File: config.mk
export PLATFORM = sky130hd
export DESIGN_NAME = serial_port_i2c_slave_tx_hold
export DESIGN_NICKNAME = d
export VERILOG_FILES = /design/src/design/pin_sync.v /design/src/design/spi_clk_div.v /design/src/design/serial_port_i2c_slave_tx_hold.v
export VERILOG_INCLUDE_DIRS = /design/src /design/src/shared
export SDC_FILE = /design/constraint.sdc
export NUM_CORES = 1
export LEC_CHECK = 0
export ABC_AREA = 1
export BUFFER_PORTS_ARGS = -buffer_cell sky130_fd_sc_hd__buf_2
export CORE_MARGIN = 4
export CORE_UTILIZATION = 57
export CTS_CLUSTER_DIAMETER = 60
export CTS_CLUSTER_SIZE = 10
export DETAILED_ROUTE_END_ITERATION = 12
export PLACE_DENSITY = 0.87
export SLEW_MARGIN = 20
export SYNTH_ARGS = -nofsm -noshare
export SYNTH_HDL_FRONTEND = slang
export SYNTH_SLANG_ARGS = --single-unit
export TNS_END_PERCENT = 1
File: constraint.sdc
create_clock -name ref_clk_i -period 3.1 [get_ports ref_clk_i]
set_clock_uncertainty 0.05 [all_clocks]
set_input_delay 0.465 -clock ref_clk_i [delete_from_list [all_inputs] [get_ports ref_clk_i]]
set_output_delay 0.465 -clock ref_clk_i [all_outputs]
set_load 0.05 [all_outputs]
File: src/shared/sp_defines.vh
// Function
// address hold: stretch, interrupt after address byte
// address match clears clock release, sets flag
// start sets status; flag if enabled
// expose ack phase, read/write, data/address
// reading data buffer clears buffer full
// firmware ack value answers the address
// setting clock release ends the stretch
// after read ack: clear release, set flag
// buffer loaded after ack; load sets full
// master ack on ninth pulse captured
// repeat per byte; nack releases bus
// master nacks final byte read
// rate values 0..2 unsupported in master
// mode field offers spi clock rates
// interrupt flag sticky until firmware clears
`ifndef SP_DEFINES_VH
`define SP_DEFINES_VH
// ****************
// register byte addresses
// ****************
`define SP_CTRL1_ADDR 12'h000
`define SP_CTRL2_ADDR 12'h004
`define SP_CTRL3_ADDR 12'h008
`define SP_STAT_ADDR 12'h00C
`define SP_BUF_ADDR 12'h010
`define SP_RATE_ADDR 12'h014
`define SP_IRQ_STAT_ADDR 12'h018
`define SP_IRQ_EN_ADDR 12'h01C
`define SP_IRQ_CLR_ADDR 12'h020
// ****************
// fields and reset values
// ****************
`define SP_CTRL1_RST 8'h00
`define SP_C1_EN 5
`define SP_C1_CKP 4
`define SP_C2_RECEIVED_ACK_VALUE 6
`define SP_C2_ACK_VALUE_TO_SEND 5
`define SP_C3_ACK_PHASE_FLAG 7
`define SP_C3_PCIE 6
`define SP_C3_SCIE 5
`define SP_C3_ADDRESS_HOLD_ENABLE 1
`define SP_ST_DA 5
`define SP_ST_S 3
`define SP_ST_RW 2
`define SP_ST_BF 0
`define SP_MODE_I2C_S7 4'h6
`define SP_MODE_I2C_S7I 4'hE
`define SP_MODE_SPI_M4 4'h0
`define SP_MODE_SPI_M16 4'h1
`define SP_MODE_SPI_M64 4'h2
`define SP_MODE_SPI_T2 4'h3
`define SP_EV_START 0
`define SP_EV_ADDR 1
`define SP_EV_DATA 2
`define SP_EV_STOP 3
`endif

File: src/design/pin_sync.v
`timescale 1ns/1ps
module pin_sync (
  // clock and reset
  input wire ref_clk_i,
  input wire sys_rst_i,
  input wire clk_en_i,
  // pin
  input wire pin_i,
  output reg sync_o
);
  reg stage;
  always @(posedge ref_clk_i or posedge sys_rst_i) begin
    if (sys_rst_i) begin
      stage <= 1'b1;
      sync_o <= 1'b1;
    end else if (clk_en_i) begin
      stage <= pin_i;
      sync_o <= stage;
    end
  end
endmodule

File: src/design/spi_clk_div.v
`timescale 1ns/1ps
`include "sp_defines.vh"
module spi_clk_div (
  // clock and reset
  input wire ref_clk_i,
  input wire sys_rst_i,
  input wire clk_en_i,
  // selection
  input wire [3:0] mode_i,
  input wire timer_two_i,
  output reg spi_sck_o
);
  reg [4:0] cnt;
  reg t2_q;
  reg [4:0] half;
  wire t2_rise;
  assign t2_rise = timer_two_i & ~t2_q;
  always @* begin
    case (mode_i)
      `SP_MODE_SPI_M4: half = 5'h01;
      `SP_MODE_SPI_M16: half = 5'h07;
      `SP_MODE_SPI_M64: half = 5'h1F;
      default: half = 5'h00;
    endcase
  end
  always @(posedge ref_clk_i or posedge sys_rst_i) begin
    if (sys_rst_i) begin
      cnt <= 5'h00;
      t2_q <= 1'b0;
      spi_sck_o <= 1'b0;
    end else if (clk_en_i) begin
      t2_q <= timer_two_i;
      if (mode_i == `SP_MODE_SPI_T2) begin
        cnt <= 5'h00;
        if (t2_rise)
          spi_sck_o <= ~spi_sck_o;
      end else if (mode_i > `SP_MODE_SPI_T2) begin
        cnt <= 5'h00;
        spi_sck_o <= 1'b0;
      end else if (cnt >= half) begin
        cnt <= 5'h00;
        spi_sck_o <= ~spi_sck_o;
      end else begin
        cnt <= cnt + 5'h01;
      end
    end
  end
endmodule

File: src/design/serial_port_i2c_slave_tx_hold.v
`timescale 1ns/1ps
`include "sp_defines.vh"
module serial_port_i2c_slave_tx_hold #(
  parameter [6:0] OWN_ADDR = 7'h2A
) (
  // clock, reset, enable
  input wire ref_clk_i,
  input wire sys_rst_i,
  input wire clk_en_i,
  // apb slave
  input wire psel,
  input wire penable,
  input wire pwrite,
  input wire [11:0] paddr,
  input wire [31:0] pwdata,
  output reg [31:0] prdata,
  output wire pready,
  output wire pslverr,
  // i2c pins
  input wire scl_i,
  output wire scl_o,
  output wire scl_oe_o,
  input wire sda_i,
  output wire sda_o,
  output wire sda_oe_o,
  // spi clock and timer
  input wire timer_two_i,
  output wire spi_sck_o,
  // interrupt
  output wire irq_o
);
  // ****************
  // states
  // ****************
  localparam ST_IDLE = 3'd0;
  localparam ST_ADDR = 3'd1;
  localparam ST_AACK = 3'd2;
  localparam ST_TX = 3'd3;
  localparam ST_MACK = 3'd4;
  localparam ST_RX = 3'd5;
  localparam ST_SACK = 3'd6;

  reg [7:0] ctrl1;
  reg ack_value_to_send, received_ack_value, ack_phase_flag, pcie, scie, address_hold_enable;
  reg da, s_bit, rw, bf;
  reg [7:0] buffer;
  reg [7:0] rate;
  reg [3:0] irq_stat;
  reg [3:0] irq_en;
  reg [2:0] state;
  reg [3:0] bitcnt;
  reg [7:0] shreg;
  reg scl_q, sda_q;
  reg sda_drive;
  reg [3:0] ev;
  wire scl_s, sda_s;
  wire wr, rd;
  wire scl_rise, scl_fall, start_det, stop_det;
  wire i2c_on;

  pin_sync u_scl (
    .ref_clk_i(ref_clk_i),
    .sys_rst_i(sys_rst_i),
    .clk_en_i(clk_en_i),
    .pin_i(scl_i),
    .sync_o(scl_s)
  );
  pin_sync u_sda (
    .ref_clk_i(ref_clk_i),
    .sys_rst_i(sys_rst_i),
    .clk_en_i(clk_en_i),
    .pin_i(sda_i),
    .sync_o(sda_s)
  );
  spi_clk_div u_div (
    .ref_clk_i(ref_clk_i),
    .sys_rst_i(sys_rst_i),
    .clk_en_i(clk_en_i),
    .mode_i(ctrl1[3:0]),
    .timer_two_i(timer_two_i),
    .spi_sck_o(spi_sck_o)
  );

  // ****************
  // bus decode
  // ****************
  assign pready = 1'b1;
  assign pslverr = 1'b0;
  assign wr = psel & penable & pwrite & clk_en_i;
  assign rd = psel & penable & ~pwrite & clk_en_i;
  assign i2c_on = ctrl1[`SP_C1_EN] &
    ((ctrl1[3:0] == `SP_MODE_I2C_S7) | (ctrl1[3:0] == `SP_MODE_I2C_S7I));
  assign scl_rise = scl_s & ~scl_q;
  assign scl_fall = ~scl_s & scl_q;
  assign start_det = scl_s & scl_q & sda_q & ~sda_s;
  assign stop_det = scl_s & scl_q & ~sda_q & sda_s;

  // clock held low while release bit is clear and a transfer is open
  assign scl_o = 1'b0;
  assign scl_oe_o = i2c_on & ~ctrl1[`SP_C1_CKP] & (state != ST_IDLE);
  assign sda_o = 1'b0;
  assign sda_oe_o = i2c_on & sda_drive;
  assign irq_o = |(irq_stat & irq_en);

  always @* begin
    case (paddr)
      `SP_CTRL1_ADDR: prdata = {24'h000000, ctrl1};
      `SP_CTRL2_ADDR: prdata = {25'h0000000, received_ack_value, ack_value_to_send, 5'h00};
      `SP_CTRL3_ADDR: prdata = {24'h000000, ack_phase_flag, pcie, scie, 3'h0,
        address_hold_enable, 1'b0};
      `SP_STAT_ADDR: prdata = {26'h0000000, da, 1'b0, s_bit, rw, 1'b0,
        bf};
      `SP_BUF_ADDR: prdata = {24'h000000, buffer};
      `SP_RATE_ADDR: prdata = {24'h000000, rate};
      `SP_IRQ_STAT_ADDR: prdata = {28'h0000000, irq_stat};
      `SP_IRQ_EN_ADDR: prdata = {28'h0000000, irq_en};
      default: prdata = 32'h00000000;
    endcase
  end

  // ****************
  // protocol engine and registers
  // ****************
  always @(posedge ref_clk_i or posedge sys_rst_i) begin
    if (sys_rst_i) begin
      ctrl1 <= `SP_CTRL1_RST;
      ack_value_to_send <= 1'b0;
      received_ack_value <= 1'b0;
      ack_phase_flag <= 1'b0;
      pcie <= 1'b0;
      scie <= 1'b0;
      address_hold_enable <= 1'b0;
      da <= 1'b0;
      s_bit <= 1'b0;
      rw <= 1'b0;
      bf <= 1'b0;
      buffer <= 8'h00;
      rate <= 8'h00;
      irq_stat <= 4'h0;
      irq_en <= 4'h0;
      state <= ST_IDLE;
      bitcnt <= 4'h0;
      shreg <= 8'h00;
      scl_q <= 1'b1;
      sda_q <= 1'b1;
      sda_drive <= 1'b0;
      ev <= 4'h0;
    end else if (clk_en_i) begin
      scl_q <= scl_s;
      sda_q <= sda_s;
      // events land in irq status one cycle later
      ev <= 4'h0;
      // firmware side
      if (wr) begin
        case (paddr)
          `SP_CTRL1_ADDR: ctrl1 <= pwdata[7:0];
          `SP_CTRL2_ADDR: ack_value_to_send <= pwdata[`SP_C2_ACK_VALUE_TO_SEND];
          `SP_CTRL3_ADDR: begin
            pcie <= pwdata[`SP_C3_PCIE];
            scie <= pwdata[`SP_C3_SCIE];
            address_hold_enable <= pwdata[`SP_C3_ADDRESS_HOLD_ENABLE];
          end
          `SP_BUF_ADDR: begin
            buffer <= pwdata[7:0];
            shreg <= pwdata[7:0];
            bf <= 1'b1;
          end
          `SP_RATE_ADDR: rate <= pwdata[7:0];
          `SP_IRQ_EN_ADDR: irq_en <= pwdata[3:0];
          default: ;
        endcase
      end
      if (rd && paddr == `SP_BUF_ADDR)
        bf <= 1'b0;
      // bus side
      if (!i2c_on || stop_det) begin
        if (stop_det && pcie)
          ev[`SP_EV_STOP] <= 1'b1;
        state <= ST_IDLE;
        sda_drive <= 1'b0;
        ack_phase_flag <= 1'b0;
        s_bit <= 1'b0;
      end else if (start_det) begin
        s_bit <= 1'b1;
        if (scie)
          ev[`SP_EV_START] <= 1'b1;
        state <= ST_ADDR;
        bitcnt <= 4'h0;
        sda_drive <= 1'b0;
        ack_phase_flag <= 1'b0;
      end else begin
        case (state)
          ST_ADDR: begin
            if (scl_rise) begin
              shreg <= {shreg[6:0], sda_s};
              bitcnt <= bitcnt + 4'h1;
            end
            if (scl_fall && bitcnt == 4'h8) begin
              if (shreg[7:1] == OWN_ADDR) begin
                buffer <= shreg;
                bf <= 1'b1;
                rw <= shreg[0];
                da <= 1'b0;
                ack_phase_flag <= 1'b1;
                state <= ST_AACK;
                if (address_hold_enable) begin
                  ctrl1[`SP_C1_CKP] <= 1'b0;
                  ev[`SP_EV_ADDR] <= 1'b1;
                end else begin
                  sda_drive <= ~ack_value_to_send;
                end
              end else begin
                state <= ST_IDLE;
              end
            end
          end
          ST_AACK: begin
            // ack level set under the stretch, so it is stable
            // before the clock is released
            sda_drive <= ~ack_value_to_send;
            if (scl_fall && ctrl1[`SP_C1_CKP]) begin
              ack_phase_flag <= 1'b0;
              bitcnt <= 4'h0;
              if (ack_value_to_send) begin
                sda_drive <= 1'b0;
                state <= ST_IDLE;
              end else if (rw) begin
                ctrl1[`SP_C1_CKP] <= 1'b0;
                ev[`SP_EV_DATA] <= 1'b1;
                da <= 1'b1;
                sda_drive <= 1'b0;
                state <= ST_TX;
              end else begin
                sda_drive <= 1'b0;
                da <= 1'b1;
                state <= ST_RX;
              end
            end
          end
          ST_TX: begin
            // first bit goes out under the stretch, before release
            if (bitcnt == 4'h0) begin
              if (bf)
                sda_drive <= ~shreg[7];
              if (bf && ctrl1[`SP_C1_CKP])
                bitcnt <= 4'h1;
            end else if (scl_fall) begin
              if (bitcnt == 4'h8) begin
                sda_drive <= 1'b0;
                bf <= 1'b0;
                state <= ST_MACK;
              end else begin
                sda_drive <= ~shreg[6];
                shreg <= {shreg[6:0], 1'b0};
                bitcnt <= bitcnt + 4'h1;
              end
            end
          end
          ST_MACK: begin
            if (scl_rise)
              received_ack_value <= sda_s;
            if (scl_fall) begin
              bitcnt <= 4'h0;
              if (received_ack_value) begin
                state <= ST_IDLE;
              end else begin
                ctrl1[`SP_C1_CKP] <= 1'b0;
                ev[`SP_EV_DATA] <= 1'b1;
                state <= ST_TX;
              end
            end
          end
          ST_RX: begin
            if (scl_rise) begin
              shreg <= {shreg[6:0], sda_s};
              bitcnt <= bitcnt + 4'h1;
            end
            if (scl_fall && bitcnt == 4'h8) begin
              buffer <= shreg;
              bf <= 1'b1;
              sda_drive <= ~ack_value_to_send;
              ev[`SP_EV_DATA] <= 1'b1;
              state <= ST_SACK;
            end
          end
          ST_SACK: begin
            if (scl_fall) begin
              sda_drive <= 1'b0;
              bitcnt <= 4'h0;
              state <= ST_RX;
            end
          end
          default: state <= ST_IDLE;
        endcase
      end
      // hardware set wins over firmware clear
      irq_stat <= (wr && paddr == `SP_IRQ_CLR_ADDR ?
        irq_stat & ~pwdata[3:0] : irq_stat) | ev;
    end
  end
endmodule

# --- After elaboration in Yosys (flattened, before gate mapping) ---
# Cells that the tools add are included.
totals:
  register_bits: 75
  inputBits: 53
  elab_cells: 267
classes:
  reduce_logical: 35
  n_eq_ne: 44
  addsub: 2
  n_mux: 119
  order_cmp: 2
  bitwise_logic: 35
op_table:
  columns: ["op", "count"]
  rows:
  - ["$mux W8", 15]
  - ["$pmux W8 S8", 1]
  - ["$mux W1", 62]
  - ["$ne A4 B4 Y1 const B", 13]
  - ["$eq A12 B5 Y1 const B", 4]
  - ["$mux W3", 13]
  - ["$mux W4", 9]
  - ["$pmux W8 S2", 2]
  - ["$reduce_and A9 Y1", 3]
  - ["$mux W5", 5]
  - ["$eq A12 B4 Y1 const B", 2]
  - ["$pmux W3 S6", 1]
  - ["$reduce_and A3 Y1", 6]
  - ["$and A1 B1 Y1", 17]
  - ["$pmux W4 S4", 1]
  - ["$pmux W5 S3", 1]
  - ["$not A1 Y1", 13]
  - ["$eq A12 B3 Y1 const B", 1]
  - ["$eq A12 B6 Y1 const B", 1]
  - ["$logic_not A12 Y1", 1]
  - ["$ne A5 B5 Y1 const B", 2]
  - ["$reduce_and A5 Y1", 2]
  - ["$eq A3 B3 Y1 const B", 3]
  - ["$pmux W1 S3", 3]
  - ["other kinds (36)", 56]

# --- Logic depth before layout (Yosys ltp) ---
# Gate-level depths: netlist of the first run.
depth:
  ltp_word: 11
  mapped_depth: 14

# --- Hierarchy ---
# From an unflattened synthesis of the first run, not the netlist that was laid out.
unflattened:
  cells_unflattened: 735
  area_unflattened_um2: 5099.9
by_module_without_submodules:
  columns: ["mod", "area_per_inst_um2", "cells_per_inst", "instances"]
  rows:
  - ["serial_port_i2c_slave_tx_hold", 4401.7, 645, 1]
  - ["spi_clk_div", 533.0, 70, 1]
  - ["pin_sync", 82.6, 10, 2]

# --- Worst setup path after synthesis of the first run ---
# OpenSTA, ideal clock, no wires.
synth_timing:
  kind: "input-to-output"
  from: "input port paddr[0]"
  to: "output port prdata[7]"
  path_buffers: 0
  arrival_time_ns: 1.896
  stages: 5
  required_time_ns: 2.585
  slack_ns: 0.689
  path_cell_list: "inv_1 -> nand2_1 -> nor3_1 -> nand2_1 -> o2111ai_1"
synth_via:
  elab_chain_len: 2
  word_cells_on_any_way: 9
synth_rtl:
  columns: ["element", "line", "source"]
  rows:
  - ["start: declaration", "serial_port_i2c_slave_tx_hold.v:14", "input wire [11:0] paddr,"]
  - ["$eq A12 B5 Y1, or another cell as far along", "serial_port_i2c_slave_tx_hold.v:106", "case (paddr)"]
  - ["$pmux W8 S8 *", "serial_port_i2c_slave_tx_hold.v:106", null]
  - ["end: declaration", "serial_port_i2c_slave_tx_hold.v:16", "output reg [31:0] prdata,"]
# Every way passes the cells marked *; elsewhere a longest branch is shown, timed or not.

# --- Final worst setup path of the first run ---
layout_timing:
  from: "input port paddr[9]"
  to: "output port prdata[1]"
# The elaborated chain is that of the path after synthesis.

==> results.txt, run 1 <==
Summing over every cut layer, the via total after detailed routing is 4824. The most common library cell in the layout ignoring fill and taps is nand2_1. The clock reaches the later pin of the worst-skew pair after 0.36 ns.

The via count of the first global-routing pass is 4601. The total count of hold-check failures in the final report is 0. The maximum fanout along the worst path is 13. The H-tree depth is 3. The maximum number of buffers from clock root to sink came out at 2.

The slack of the critical path came out at 0.449 ns. After clock tree synthesis, the flow added hold-fix buffers numbering 0. Compared with the post-synthesis result, the final layout area differs by 8.12%. The die covers 10500 um2. The routed design has 13.7 mm of wire.

The first global-routing pass estimated 22.5 mm of wire. The timing-limited maximum frequency came out at 377 MHz. In the layout the commonest cells are nand2_1, inv_1, dfrtp_1, nand3_1, nor2_1.

The detail route stage leaves a number of antenna-violating nets equal to 0. The count of pins over their slew limit is 0. Data arrives at the worst endpoint at 2.14 ns. Clock-pin slew was measured on the worst setup and hold paths at 0.09 ns. The count of cells resized by post-cts repair is 0. Dividing the detail-routed wire length by the instance count gives 15.8 um. The violation count after the first detailed-routing iteration came out at 520. The area of the placeable core came out at 8720 um2. The number of detailed-route iterations in the first pass came out at 6. Once the clock tree was built, the setup fixing pass inserted 0 buffers. The worst setup path is of the input port to primary output kind. During placement, the flow inserted port buffers numbering 40. The total CTS buffers is 9.

The leftover overflow at the end of global routing is 0. TritonCTS built the clock tree. The number of register bits inferred by synthesis is 75. The die is 103 um wide. The cell at the root of the clock tree is clkbuf_8. At the end of the flow, the number of nets in the layout was 814. The design area is 5510 um2.

The flow ran to the end, and the final reports show no timing, DRC or antenna violations. Once placement completed, the tool counted placed cells totaling 850. Each instance of the synthesized netlist takes up on average 7.17 um2. Setup repair after global routing left no endpoint under its margin. The number of setup violations in the final report came out at 0. In this run the static leakage power is 2.83 nW.

The worst ir drop on vdd is 0.253 mV. The share of the clock period used by the worst path after layout came out at 85.5%. The data required time of the critical path came out at 2.58 ns. The share of synthesized area occupied by flip-flops and latches is 37.0%. The antenna diode instance count came out at 0. For this run, design rule violations remaining after detail routing come to 0. The worst setup path is launched from an input port.

The pin count of the biggest net entering global routing came out at 36. The number of antenna violations at the first check in global routing is 0. Counting every instance in the synthesized netlist gives 711. The starting density of the core is 58.5%. The number of synthesis warnings is 0.

The power per unit of standard cell area came out at 450 nW/um2. The number of distinct standard cells referenced by the synthesized netlist came out at 41. The count of max-cap constraint violations came out at 0. The height of the die is 103 um. The final estimated routing congestion in global placement came out at 0.966. Summed over all nets, the half-perimeter wirelength after detailed placement is 10.3 mm. The worst path in the final design needs a cycle of 2.65 ns, including I/O delays and setup. For this run, the total global-route usage over all layers was measured as 27.3%. The instance area at placement came out at 5290 um2.

The clock sink count came out at 75. Adding up every negative setup slack in the final design gives 0 ns. The post-placement worst setup slack is 0.501 ns. The kind of end point of the critical path is a primary output. The area of the mapped netlist came out at 5100 um2. For the pin with the worst max-slew slack, the measured transition is 0.796 ns.

The tightest min-delay check is of the input port to asynchronous set/reset pin type. The remaining max-slew budget at the tightest pin is 46.9%. The core occupancy in the finished layout is 63.2%. The row count is 34. Cells with a size suffix above 1 make up 16.9% of the layout. The ratio of routed vias to standard cells came out at 5.57. After the flow finishes, the layout carries non-filler instances totaling 866.

The number of primary I/O pins is 93.
## per-layer routing
layer	vias to the layer above	wire length (um)	GRT usage, %
li1	2335	-	-
met2	244	6280	44.0
met3	29	1240	6.29
met1	2216	5780	36.7
met4	0	351	8.48
met5	-	0	0
## state kept, by name, summed over array words and instances, names as in the netlist, 3 cells and up
signal,count
irq_stat,4
irq_en,4
bitcnt,4
ctrl1,8
state,3
buffer,8
u_div.cnt,5
rate,8
shreg,8
ev,4
## kinds of logic after synthesis
logic type / after synthesis / synth area share [%]
AND/OR/NAND/NOR: 374 / 35.1
buffers and inverters: 129 / 12.2
AO/OA/AOI/OAI: 118 / 12.8
flip-flops: 75 / 37.0
adder cells (fa/ha/maj): 8 / 1.96
XOR/XNOR: 5 / 0.859
other: 2 / 0.147
## worst max-delay path: stages
cell	delay [ns]
buf_2	0.10
nor2_1	0.16
nand2_1	0.13
nor2_2	0.44
nand2_1	0.21
o22ai_1	0.23
nor2_1	0.07
nand3_1	0.06
buf_2	0.26
## final timing paths
| kind | startpoint | end | slack [ns] | depth (start not counted) |
|---|---|---|---|---|
| min reg2reg | u_scl.stage | u_scl.stage | 0.42 | 2 |
| max | paddr[9] | prdata[1] | 0.45 | 9 |
| min in group ref_clk_i | sda_i | u_sda.stage | 0.26 | 3 |
| min | sys_rst_i | state[0] | 0.04 | 2 |
| max in group asynchronous | sys_rst_i | s_bit | 2.21 | 3 |
| max reg2reg | ctrl1[2] | u_div.cnt[0] | 0.82 | 12 |
## metrics by stage
| stage | hold slack (ns) | total power, mW |
|---|---|---|
| 5_1_grt | 0.0879 | 2.59 |
| 2_1_floorplan | 0.392 | 1.54 |
| 4_1_cts | 0.0586 | 2.48 |
| 6_report | 0.0420 | 2.48 |
| 3_5_place_dp | 0.407 | 1.65 |
| 3_3_place_gp | 0.403 | 1.62 |
## cell usage after synthesis (all sizes together)
| master | number | area, um2 |
|---|---|---|
| buf | 36 | 268 |
| nand2 | 196 | 813 |
| and2 | 3 | 23.8 |
| clkbuf | 6 | 22.5 |
| a211oi | 1 | 7.51 |
| clkinv | 1 | 3.75 |
| nor2 | 78 | 378 |
| a31oi | 7 | 43.8 |
| o21ai | 72 | 372 |
| o2111ai | 1 | 8.76 |
| dfstp | 6 | 158 |
| xor2 | 5 | 43.8 |
| nand4 | 14 | 121 |
| a21oi | 28 | 159 |
| nor3 | 10 | 55.1 |
| nand3 | 72 | 393 |
| inv | 86 | 325 |
| o211ai | 2 | 15.0 |
| o31ai | 1 | 7.51 |
| conb | 2 | 7.51 |
| ha | 8 | 100 |
| dfrtp | 69 | 1730 |
| nand3b | 1 | 7.51 |
| o22ai | 6 | 37.5 |
## power breakdown
part           total, mW  internal, mW  switching [mW]
Clock              0.842         0.428           0.414
Combinational      0.497         0.145           0.352
Sequential          1.14          1.05          0.0866
Total               2.48          1.63           0.852
## area by class of cell
type                       instances  area, um2
multi-input combinational        533       2690
timing repair buffer              47        253
inverter                          87        329
clock inverter                     5       67.6
tap                              108        135
sequential                        75       1880
fill                             764       3210
clock buffer                      11        151
Note: power is estimated with default switching activity, not from simulation.
==> run 2: changes to the inputs <==
--- a/config.mk
+++ b/config.mk
@@ -9,11 +9,11 @@
 export ABC_AREA = 1
 export BUFFER_PORTS_ARGS = -buffer_cell sky130_fd_sc_hd__buf_2
 export CORE_MARGIN = 4
-export CORE_UTILIZATION = 57
+export CORE_UTILIZATION = 61
 export CTS_CLUSTER_DIAMETER = 60
 export CTS_CLUSTER_SIZE = 10
 export DETAILED_ROUTE_END_ITERATION = 12
-export PLACE_DENSITY = 0.87
+export PLACE_DENSITY = 0.92
 export SLEW_MARGIN = 20
 export SYNTH_ARGS = -nofsm -noshare
 export SYNTH_HDL_FRONTEND = slang
==> constraint.sdc (replaced) <==
create_clock -name ref_clk_i -period 3.2 [get_ports ref_clk_i]
set_clock_uncertainty 0.05 [all_clocks]
set_input_delay 0.32 -clock ref_clk_i [delete_from_list [all_inputs] [get_ports ref_clk_i]]
set_output_delay 0.32 -clock ref_clk_i [all_outputs]
set_load 0.05 [all_outputs]
==> run 2 against run 1 <==
Net effect:
- sequential power fell by 4%
- critical path depth rose by 1
- final area fell by 0.68%
- first-iteration DRC count fell by 18%
- critical path type unchanged
==> results.txt, run 2 (synthesis gave the netlist of run 1 again) <==
The average wire length per cell after detail routing came to 16.0 um (+1.2%). The total die area came to 9880 um2 (-6.0%). The time the worst path needs with I/O delays and setup came out at 2.49 ns.

STA classifies the critical path startpoint as an input port. The maximum fanout along the worst path came out at 16 (+3). The row count came out at 33 (-2.9%). In this run the clock root is driven by a clkbuf_8. The pin count of the biggest net entering global routing is 76 (+110%). Dividing the final minimum period by the clock period gives 77.8%. The horizontal die dimension came out at 99.4 um (-3.1%).

The total count of hold-check failures in the final report is 0 (unchanged). The critical path arrival came to 2.12 ns (-0.02 ns). The worst hold path was traced through 3 stages. The stage delay of the slowest cell on the critical path is 0.44 ns (about the same).

The total CTS buffers is 9 (unchanged). The number of primary I/O pins was 93 (unchanged). The remaining max-slew budget at the tightest pin is 37.8% (-9.1 points).

Traced cell by cell, the critical path runs through buf_2, nor2_1, nand3_1, nor2_4, and2_1, nand2_1, o21ai_0, nor2_1, nand3_1, buf_2. The power per unit of standard cell area was 441 nW/um2 (-1.8%). The violation count after the first detailed-routing iteration is 429 (-18%).

The clock tree from TritonCTS is built. The cell leakage power is 2.81 nW (-1.0%). The cell count of the worst reg-to-reg path is 12 (unchanged). The number of antenna violations at the first check in global routing is 0 (unchanged). The H-tree depth is 3 (unchanged). The most common library cell in the layout ignoring fill and taps is nand2_1.

The data required time of the critical path came out at 2.83 ns (+0.25 ns). The post-CTS setup buffer count was 0 (unchanged). The number of detailed-route iterations in the first pass is 6 (unchanged). The instance area at placement came out at 5250 um2 (-0.78%). The via count of the first global-routing pass was 4735 (+2.9%). The post-detailed-route count of antenna-violating nets is 0 (unchanged). The maximum number of buffers from clock root to sink came to 2 (unchanged). The starting density of the core was 62.4% (+3.9 points).

The count of max-cap constraint violations is 0 (unchanged). The antenna diode instance count is 0 (unchanged). The share of cells above drive strength 1 came out at 16.3% (-0.55 points).

The classification of the worst setup path is input port to primary output. The global-route wire length before repair came to 22.9 mm (+2.1%). The ratio of routed vias to standard cells came out at 5.79 (+3.9%). Setup repair after global routing left no endpoint under its margin. The actual slew at the worst max-slew pin was 0.934 ns (+0.137 ns). The multi-input logic area came out at 2690 um2 (unchanged). The cell with the biggest individual delay on the critical path is and2_1.

The worst ir drop on vdd came out at 0.214 mV (-15%). The via count came out at 4964 (+2.9%). The number of input and output port buffers inserted is 40 (unchanged). In this run the worst hold path is classified as input port to flop. The count of cells resized by post-cts repair came to 0 (unchanged). The design area came out at 5470 um2 (-0.68%). The area taken by flip-flops and latches came out at 1880 um2 (unchanged). The final layout net count came out at 809 (-0.61%). The flow ran to the end, and the final reports show no timing, DRC or antenna violations.

The slack of the worst reg-to-reg path is 0.85 ns (+0.03 ns). The number of inserted filler cells in the final layout came out at 706 (-7.6%). The area of the placeable core came out at 8180 um2 (-6.3%). The sum of negative setup slack is 0 ns (unchanged).

The number of hold buffers added after CTS is 0 (unchanged). The clock insertion delay at the later pin of the skew report is 0.36 ns (about the same). The detailed-placement wirelength estimate is 10.3 mm (-0.22%). The number of setup violations in the final report is 0 (unchanged). The timing-limited maximum frequency is 402 MHz. The growth of design area from synthesis to finish is 7.39%. The height of the die came out at 99.4 um (-3.1%). The count of pins over their slew limit came to 0 (unchanged).

The residual DRC count is 0 (unchanged). The clock sink count was 75 (unchanged). The total track usage came out at 29.1% (+1.8 points). The aggregate routed wire length came to 13.7 mm (+0.28%). The kind of end point of the critical path is a primary output. The worst hold slack across all endpoints came out at 0.118 ns (+0.0764 ns). The leftover overflow at the end of global routing is 0 (unchanged). In the layout the commonest cells are nand2_1, inv_1, dfrtp_1, nand3_1, nor2_1. The final estimated routing congestion in global placement came out at 0.982 (+1.7%).

The clock transition time at the flip-flop clock pins of the worst setup and hold paths came out at 0.08 ns (about the same).
==> run 2: changes by cell type in the layout (fill, tap and decap cells not counted) <==
| cell | previous run | this run |
|---|---|---|
| buf_4 | 7 | 2 |
| bufinv_16 | 1 | 2 |
| clkbuf_8 | 11 | 9 |
| clkinv_2 | 0 | 1 |
| clkinv_4 | 2 | 1 |
| clkinvlp_4 | 0 | 1 |
| inv_6 | 1 | 2 |
| inv_8 | 1 | 0 |
==> run 2: layer usage <==
metal / up-vias / part of all wire, % / GRT usage, %
li1: 2338 / - / -
met1: 2296 / 41 / 37.9
met2: 284 / 47 / 47.3
met3: 46 / 8.9 / 6.03
met4: 0 / 3.2 / 11.9
met5: - / 0 / 0
==> run 2: metrics by stage <==
step	setup WS (ns)	utilization (%)	instances	power, mW
2_1_floorplan	0.930	-	737	1.50
3_3_place_gp	0.827	64.2	842	1.57
3_5_place_dp	0.720	64.2	842	1.60
4_1_cts	0.709	67.0	858	2.42
5_1_grt	0.529	67.0	858	2.55
6_report	0.711	67.0	858	2.42
==> run 2: cell type report <==
cell class / instances / area share [%]
Clock buffer: 9 / 2.26
Clock inverter: 7 / 1.81
Inverter: 87 / 6.01
Multi-Input combinational cell: 533 / 49.2
Sequential cell: 75 / 34.4
Tap cell: 105 / 2.40
Timing Repair Buffer: 42 / 3.93
==> run 2: where the power goes <==
group	total, mW	leakage [nW]	internal [mW]	switching, mW
clock	0.831	0.110	0.445	0.386
sequential	1.10	0.945	1.02	0.0794
combinational	0.487	1.75	0.140	0.347
total	2.42	2.81	1.60	0.812
==> run 2: worst max-delay path, delay by kind of cell <==
kind            cells  cell delay (ns)
buf+inv             2             0.36
simple gates        7             1.33
compound gates      1             0.09
==> run 2: path summary, 6_finish.rpt <==
path                             start      endpoint
max                           paddr[9]     prdata[5]
min                              sda_i   u_sda.stage
max reg2reg                   ctrl1[2]  u_div.cnt[0]
min reg2reg                u_sda.stage   u_sda.stage
max in group asynchronous    sys_rst_i   irq_stat[1]
min in group asynchronous    sys_rst_i      shreg[3]
==> run 3: changes to the inputs <==
--- a/config.mk
+++ b/config.mk
@@ -6,14 +6,14 @@
 export SDC_FILE = /design/constraint.sdc
 export NUM_CORES = 1
 export LEC_CHECK = 0
-export ABC_AREA = 1
+export ABC_AREA = 0
 export BUFFER_PORTS_ARGS = -buffer_cell sky130_fd_sc_hd__buf_2
 export CORE_MARGIN = 4
-export CORE_UTILIZATION = 61
+export CORE_UTILIZATION = 56
 export CTS_CLUSTER_DIAMETER = 60
 export CTS_CLUSTER_SIZE = 10
 export DETAILED_ROUTE_END_ITERATION = 12
-export PLACE_DENSITY = 0.92
+export PLACE_DENSITY = 0.87
 export SLEW_MARGIN = 20
 export SYNTH_ARGS = -nofsm -noshare
 export SYNTH_HDL_FRONTEND = slang
==> constraint.sdc (replaced) <==
create_clock -name ref_clk_i -period 2.4 [get_ports ref_clk_i]
set_clock_uncertainty 0.05 [all_clocks]
set_input_delay 0.24 -clock ref_clk_i [delete_from_list [all_inputs] [get_ports ref_clk_i]]
set_output_delay 0.24 -clock ref_clk_i [all_outputs]
set_load 0.05 [all_outputs]
==> run 3 against run 2 <==
Net effect:
- clock-buffer cell count increased by 2
- core utilization is 1.9 points lower
- area after synthesis down 7.1%
- clock power grew 52%
- synthesized cell count shrank 30%
- critical endpoint is now u_div.spi_sck_o
- critical path depth decreased by 2
- combinational power is 31% higher
- final cell count decreased by 23%
==> results.txt, run 3 <==
The share of synthesized area occupied by flip-flops and latches came out at 39.8% (+2.8 points). The starting density of the core was 57.7% (-4.7 points). The power per unit of standard cell area is 622 nW/um2 (+41%).

The sum of negative setup slack came out at 0 ns (unchanged). The core occupancy in the finished layout is 65.1% (-1.9 points). The power consumption came out at 3.33 mW (+38%). The share of cells above drive strength 1 came to 26.1% (+9.7 points).

The multi-input logic area came out at 2580 um2 (-4.0%). The number of setup violations in the final report came out at 0 (unchanged). The residual DRC count is 0 (unchanged). The total track usage came out at 26.7% (-2.4 points). The leftover overflow at the end of global routing was 0 (unchanged). The library cell with the largest summed area after synthesis is dfrtp_1. The remaining max-slew budget at the tightest pin was 59.6% (+22 points). After synthesis, the largest family of logic cells by area is simple AND/OR/NAND/NOR gates. The share of the synthesized area in compound gates (AO/OA/AOI/OAI) was 16.3% (+3.6 points).

The average footprint of a synthesized cell is 9.55 um2 (+33%). The actual slew at the worst max-slew pin is 0.601 ns (-0.332 ns). The H-tree depth is 3 (unchanged). Sorting the synthesized cells by area gives the leading types as dfrtp_1, mux2_2, buf_4. The global-route wire length before repair came out at 21.3 mm (-7.1%). The total count of hold-check failures in the final report came out at 0 (unchanged). The clock sink count was 75 (unchanged).

The pin count of the biggest net entering global routing is 76 (unchanged). The number of synthesized flops with an enable pin is 0 (unchanged). The horizontal die dimension is 100 um (+0.56%). The clock transition time at the flip-flop clock pins of the worst setup and hold paths came out at 0.08 ns (about the same). The antenna diode instance count came out at 0 (unchanged). The flow ran to the end, and the final reports show no timing, DRC or antenna violations. By count the netlist is led by dfrtp_1, nand2_1, mux2_2.

The gate count of the mapped netlist came out at 496 (-30%). The count of max-cap constraint violations is 0 (unchanged). The number of antenna violations at the first check in global routing was 0 (unchanged). The growth of design area from synthesis to finish came out at 12.8%. The area fraction of the dominant cell type after synthesis is 36.5% (+2.6 points). The cell with the biggest individual delay on the critical path is dfrtp_1. The count of pins over their slew limit is 0 (unchanged). The most common library cell in the layout ignoring fill and taps is dfrtp_1. The maximum number of buffers from clock root to sink is 2 (unchanged). The critical path arrival came out at 2.47 ns (+0.35 ns).

By instance count, the leading cell after synthesis is dfrtp_1. TritonCTS built the clock tree. The number of distinct standard cells referenced by the synthesized netlist came out at 71 (+73%).

The clock period could shrink to 2.28 ns. The average wire length per cell after detail routing is 19.9 um (+25%). The worst hold slack across all endpoints is 0.0765 ns (-0.0420 ns). The via count of the first global-routing pass is 4281 (-9.6%). The number of inserted filler cells in the final layout came out at 648 (-8.2%). The number of synthesis warnings is 0 (unchanged).

The maximum fanout along the worst path came out at 6 (-10). The number of detailed-route iterations in the first pass was 5 (-1). The final estimated routing congestion in global placement is 0.938 (-4.5%). The number of register bits inferred by synthesis came out at 75 (unchanged). The cell leakage power is 2.47 nW (-12%). The share of async-settable or async-resettable flops after synthesis is 100% (unchanged). The simple logic cell fraction of the synthesized area was 23.7% (-11 points). The total die area is 9990 um2 (+1.1%). The row count is 33 (unchanged).

The area of the mapped netlist is 4740 um2 (-7.1%). The design area came out at 5350 um2 (-2.4%). For this run, the top clock speed supported by timing is 439 MHz. The total CTS buffers is 9 (unchanged). Setup repair after global routing left no endpoint under its margin. The worst setup path is launched from a flop. The type of the worst min-delay path is input port to flop. The xor-xnor portion of the synthesized cell area came out at 0.185% (-0.67 points). The post-synthesis adder-cell area fraction is 2.11% (+0.15 points).

The violation count after the first detailed-routing iteration is 388 (-9.6%). The detailed-placement wirelength estimate came out at 9.47 mm (-7.9%). The total placed cells including tap cells is 644 (-24%). The primary flip-flop cell chosen by synthesis mapping is dfrtp_1.

The clock insertion delay at the later pin of the skew report was 0.35 ns (about the same). The share of the clock period used by the worst path after layout is 95.0%. The library cells used most frequently in the layout, excluding fill and tap cells, are dfrtp_1, nand2_1, buf_2, mux2_2, conb_1. Clock tree synthesis selected as its root buffer the cell clkbuf_8. The instance area at placement is 5070 um2 (-3.5%). The number of input and output port buffers inserted came to 40 (unchanged).

The stage delay of the slowest cell on the critical path was 0.49 ns (+0.05 ns). The aggregate routed wire length came out at 13.2 mm (-3.7%). The number of primary I/O pins is 93 (unchanged). The share of cell area taken by muxes after synthesis is 9.85% (+9.9 points). The slack of the critical path came to 0.120 ns (-0.591 ns).

The ratio of routed vias to standard cells was 6.52 (+13%). The data required time of the critical path came out at 2.59 ns (-0.24 ns). The number of standard cells in the layout, taps in and fillers out came out at 661 (-23%). The via count was 4307 (-13%).

STA classifies the critical path endpoint as a flop. The height of the die came out at 100 um (+0.56%). The post-placement worst setup slack is 0.0764 ns (-0.644 ns). The area taken by flip-flops and latches is 1880 um2 (unchanged).

Traced cell by cell, the critical path runs through buf_4, xor2_1, nand2_1, ha_1, a211oi_1, nor3_1, o211ai_1, mux2_2. The post-detailed-route count of antenna-violating nets is 0 (unchanged). The worst setup path is of the flop to flop kind.

The post-CTS setup buffer count came out at 0 (unchanged). The area of the placeable core is 8220 um2 (+0.51%). The worst ir drop on vdd is 0.351 mV (+64%). The final layout net count came out at 612 (-24%).
## run 3: changes by cell type in the layout (fill, tap and decap cells not counted), sizes merged, moves of 17 or more
cell	delta
a21oi	-17
a22oi	+17
buf	+24
inv	-69
mux2	+37
nand2	-138
nand3	-47
nor2	-51
o21ai	-58
## run 3: metal layers
| metal | GRT usage (%) | up-vias | routed length [um] |
|---|---|---|---|
| met5 | 0 | - | 0 |
| met4 | 9.64 | 0 | 430 |
| met3 | 5.56 | 47 | 1270 |
| met2 | 45.3 | 274 | 6550 |
| met1 | 33.7 | 2090 | 4930 |
| li1 | - | 1896 | - |
## run 3: critical path, delay by kind of cell (launching register included)
family                     cells  cell delay [ns]
and+or+nand+nor                2             0.53
DFF                            1             0.49
adders and majority gates      1             0.29
muxes                          1             0.29
AOI/OAI and AO/OA              2             0.20
buffers and inverters          1             0.18
xor gates and xnor gates       1             0.14
## run 3: kinds of logic after synthesis
kind of cell / count (synthesis)
AO/OA/AOI/OAI: 103
XOR/XNOR: 1
adder cells (fa/ha/maj): 8
buffers and inverters: 67
flip-flops: 75
multiplexers: 42
other: 2
AND/OR/NAND/NOR: 198
## run 3: report_power, final
group          total, mW  leakage [nW]  switching (mW)  internal [mW]
Sequential          1.43         0.969          0.0873           1.34
Combinational      0.636          1.37           0.412          0.224
Clock               1.26         0.130           0.510          0.754
## run 3: worst paths after layout
kind / startpoint / end / slack, ns / cells past startpoint
max: ctrl1[0] / u_div.spi_sck_o / 0.12 / 8
min in group asynchronous: sys_rst_i / shreg[5] / 0.46 / 4
min: scl_i / u_scl.stage / 0.08 / 2
max in group asynchronous: sys_rst_i / u_sda.stage / 1.49 / 4
min reg2reg: buffer[5] / buffer[5] / 0.45 / 2
max reg2reg: ctrl1[0] / u_div.spi_sck_o / 0.12 / 8
## run 3: area by class of cell
class / instances / area share [%]
clock inverter: 5 / 2.01
sequential: 75 / 35.3
tap: 105 / 2.46
timing repair buffer: 67 / 7.82
multi-input combinational: 380 / 48.4
clock buffer: 11 / 2.83
inverter: 18 / 1.26
## run 3: what timing repair did
action,CTS,global route
hold buffers,1,0
endpoints found under the setup margin,0,7
gates resized for setup,0,2
hold endpoints to repair,69,0
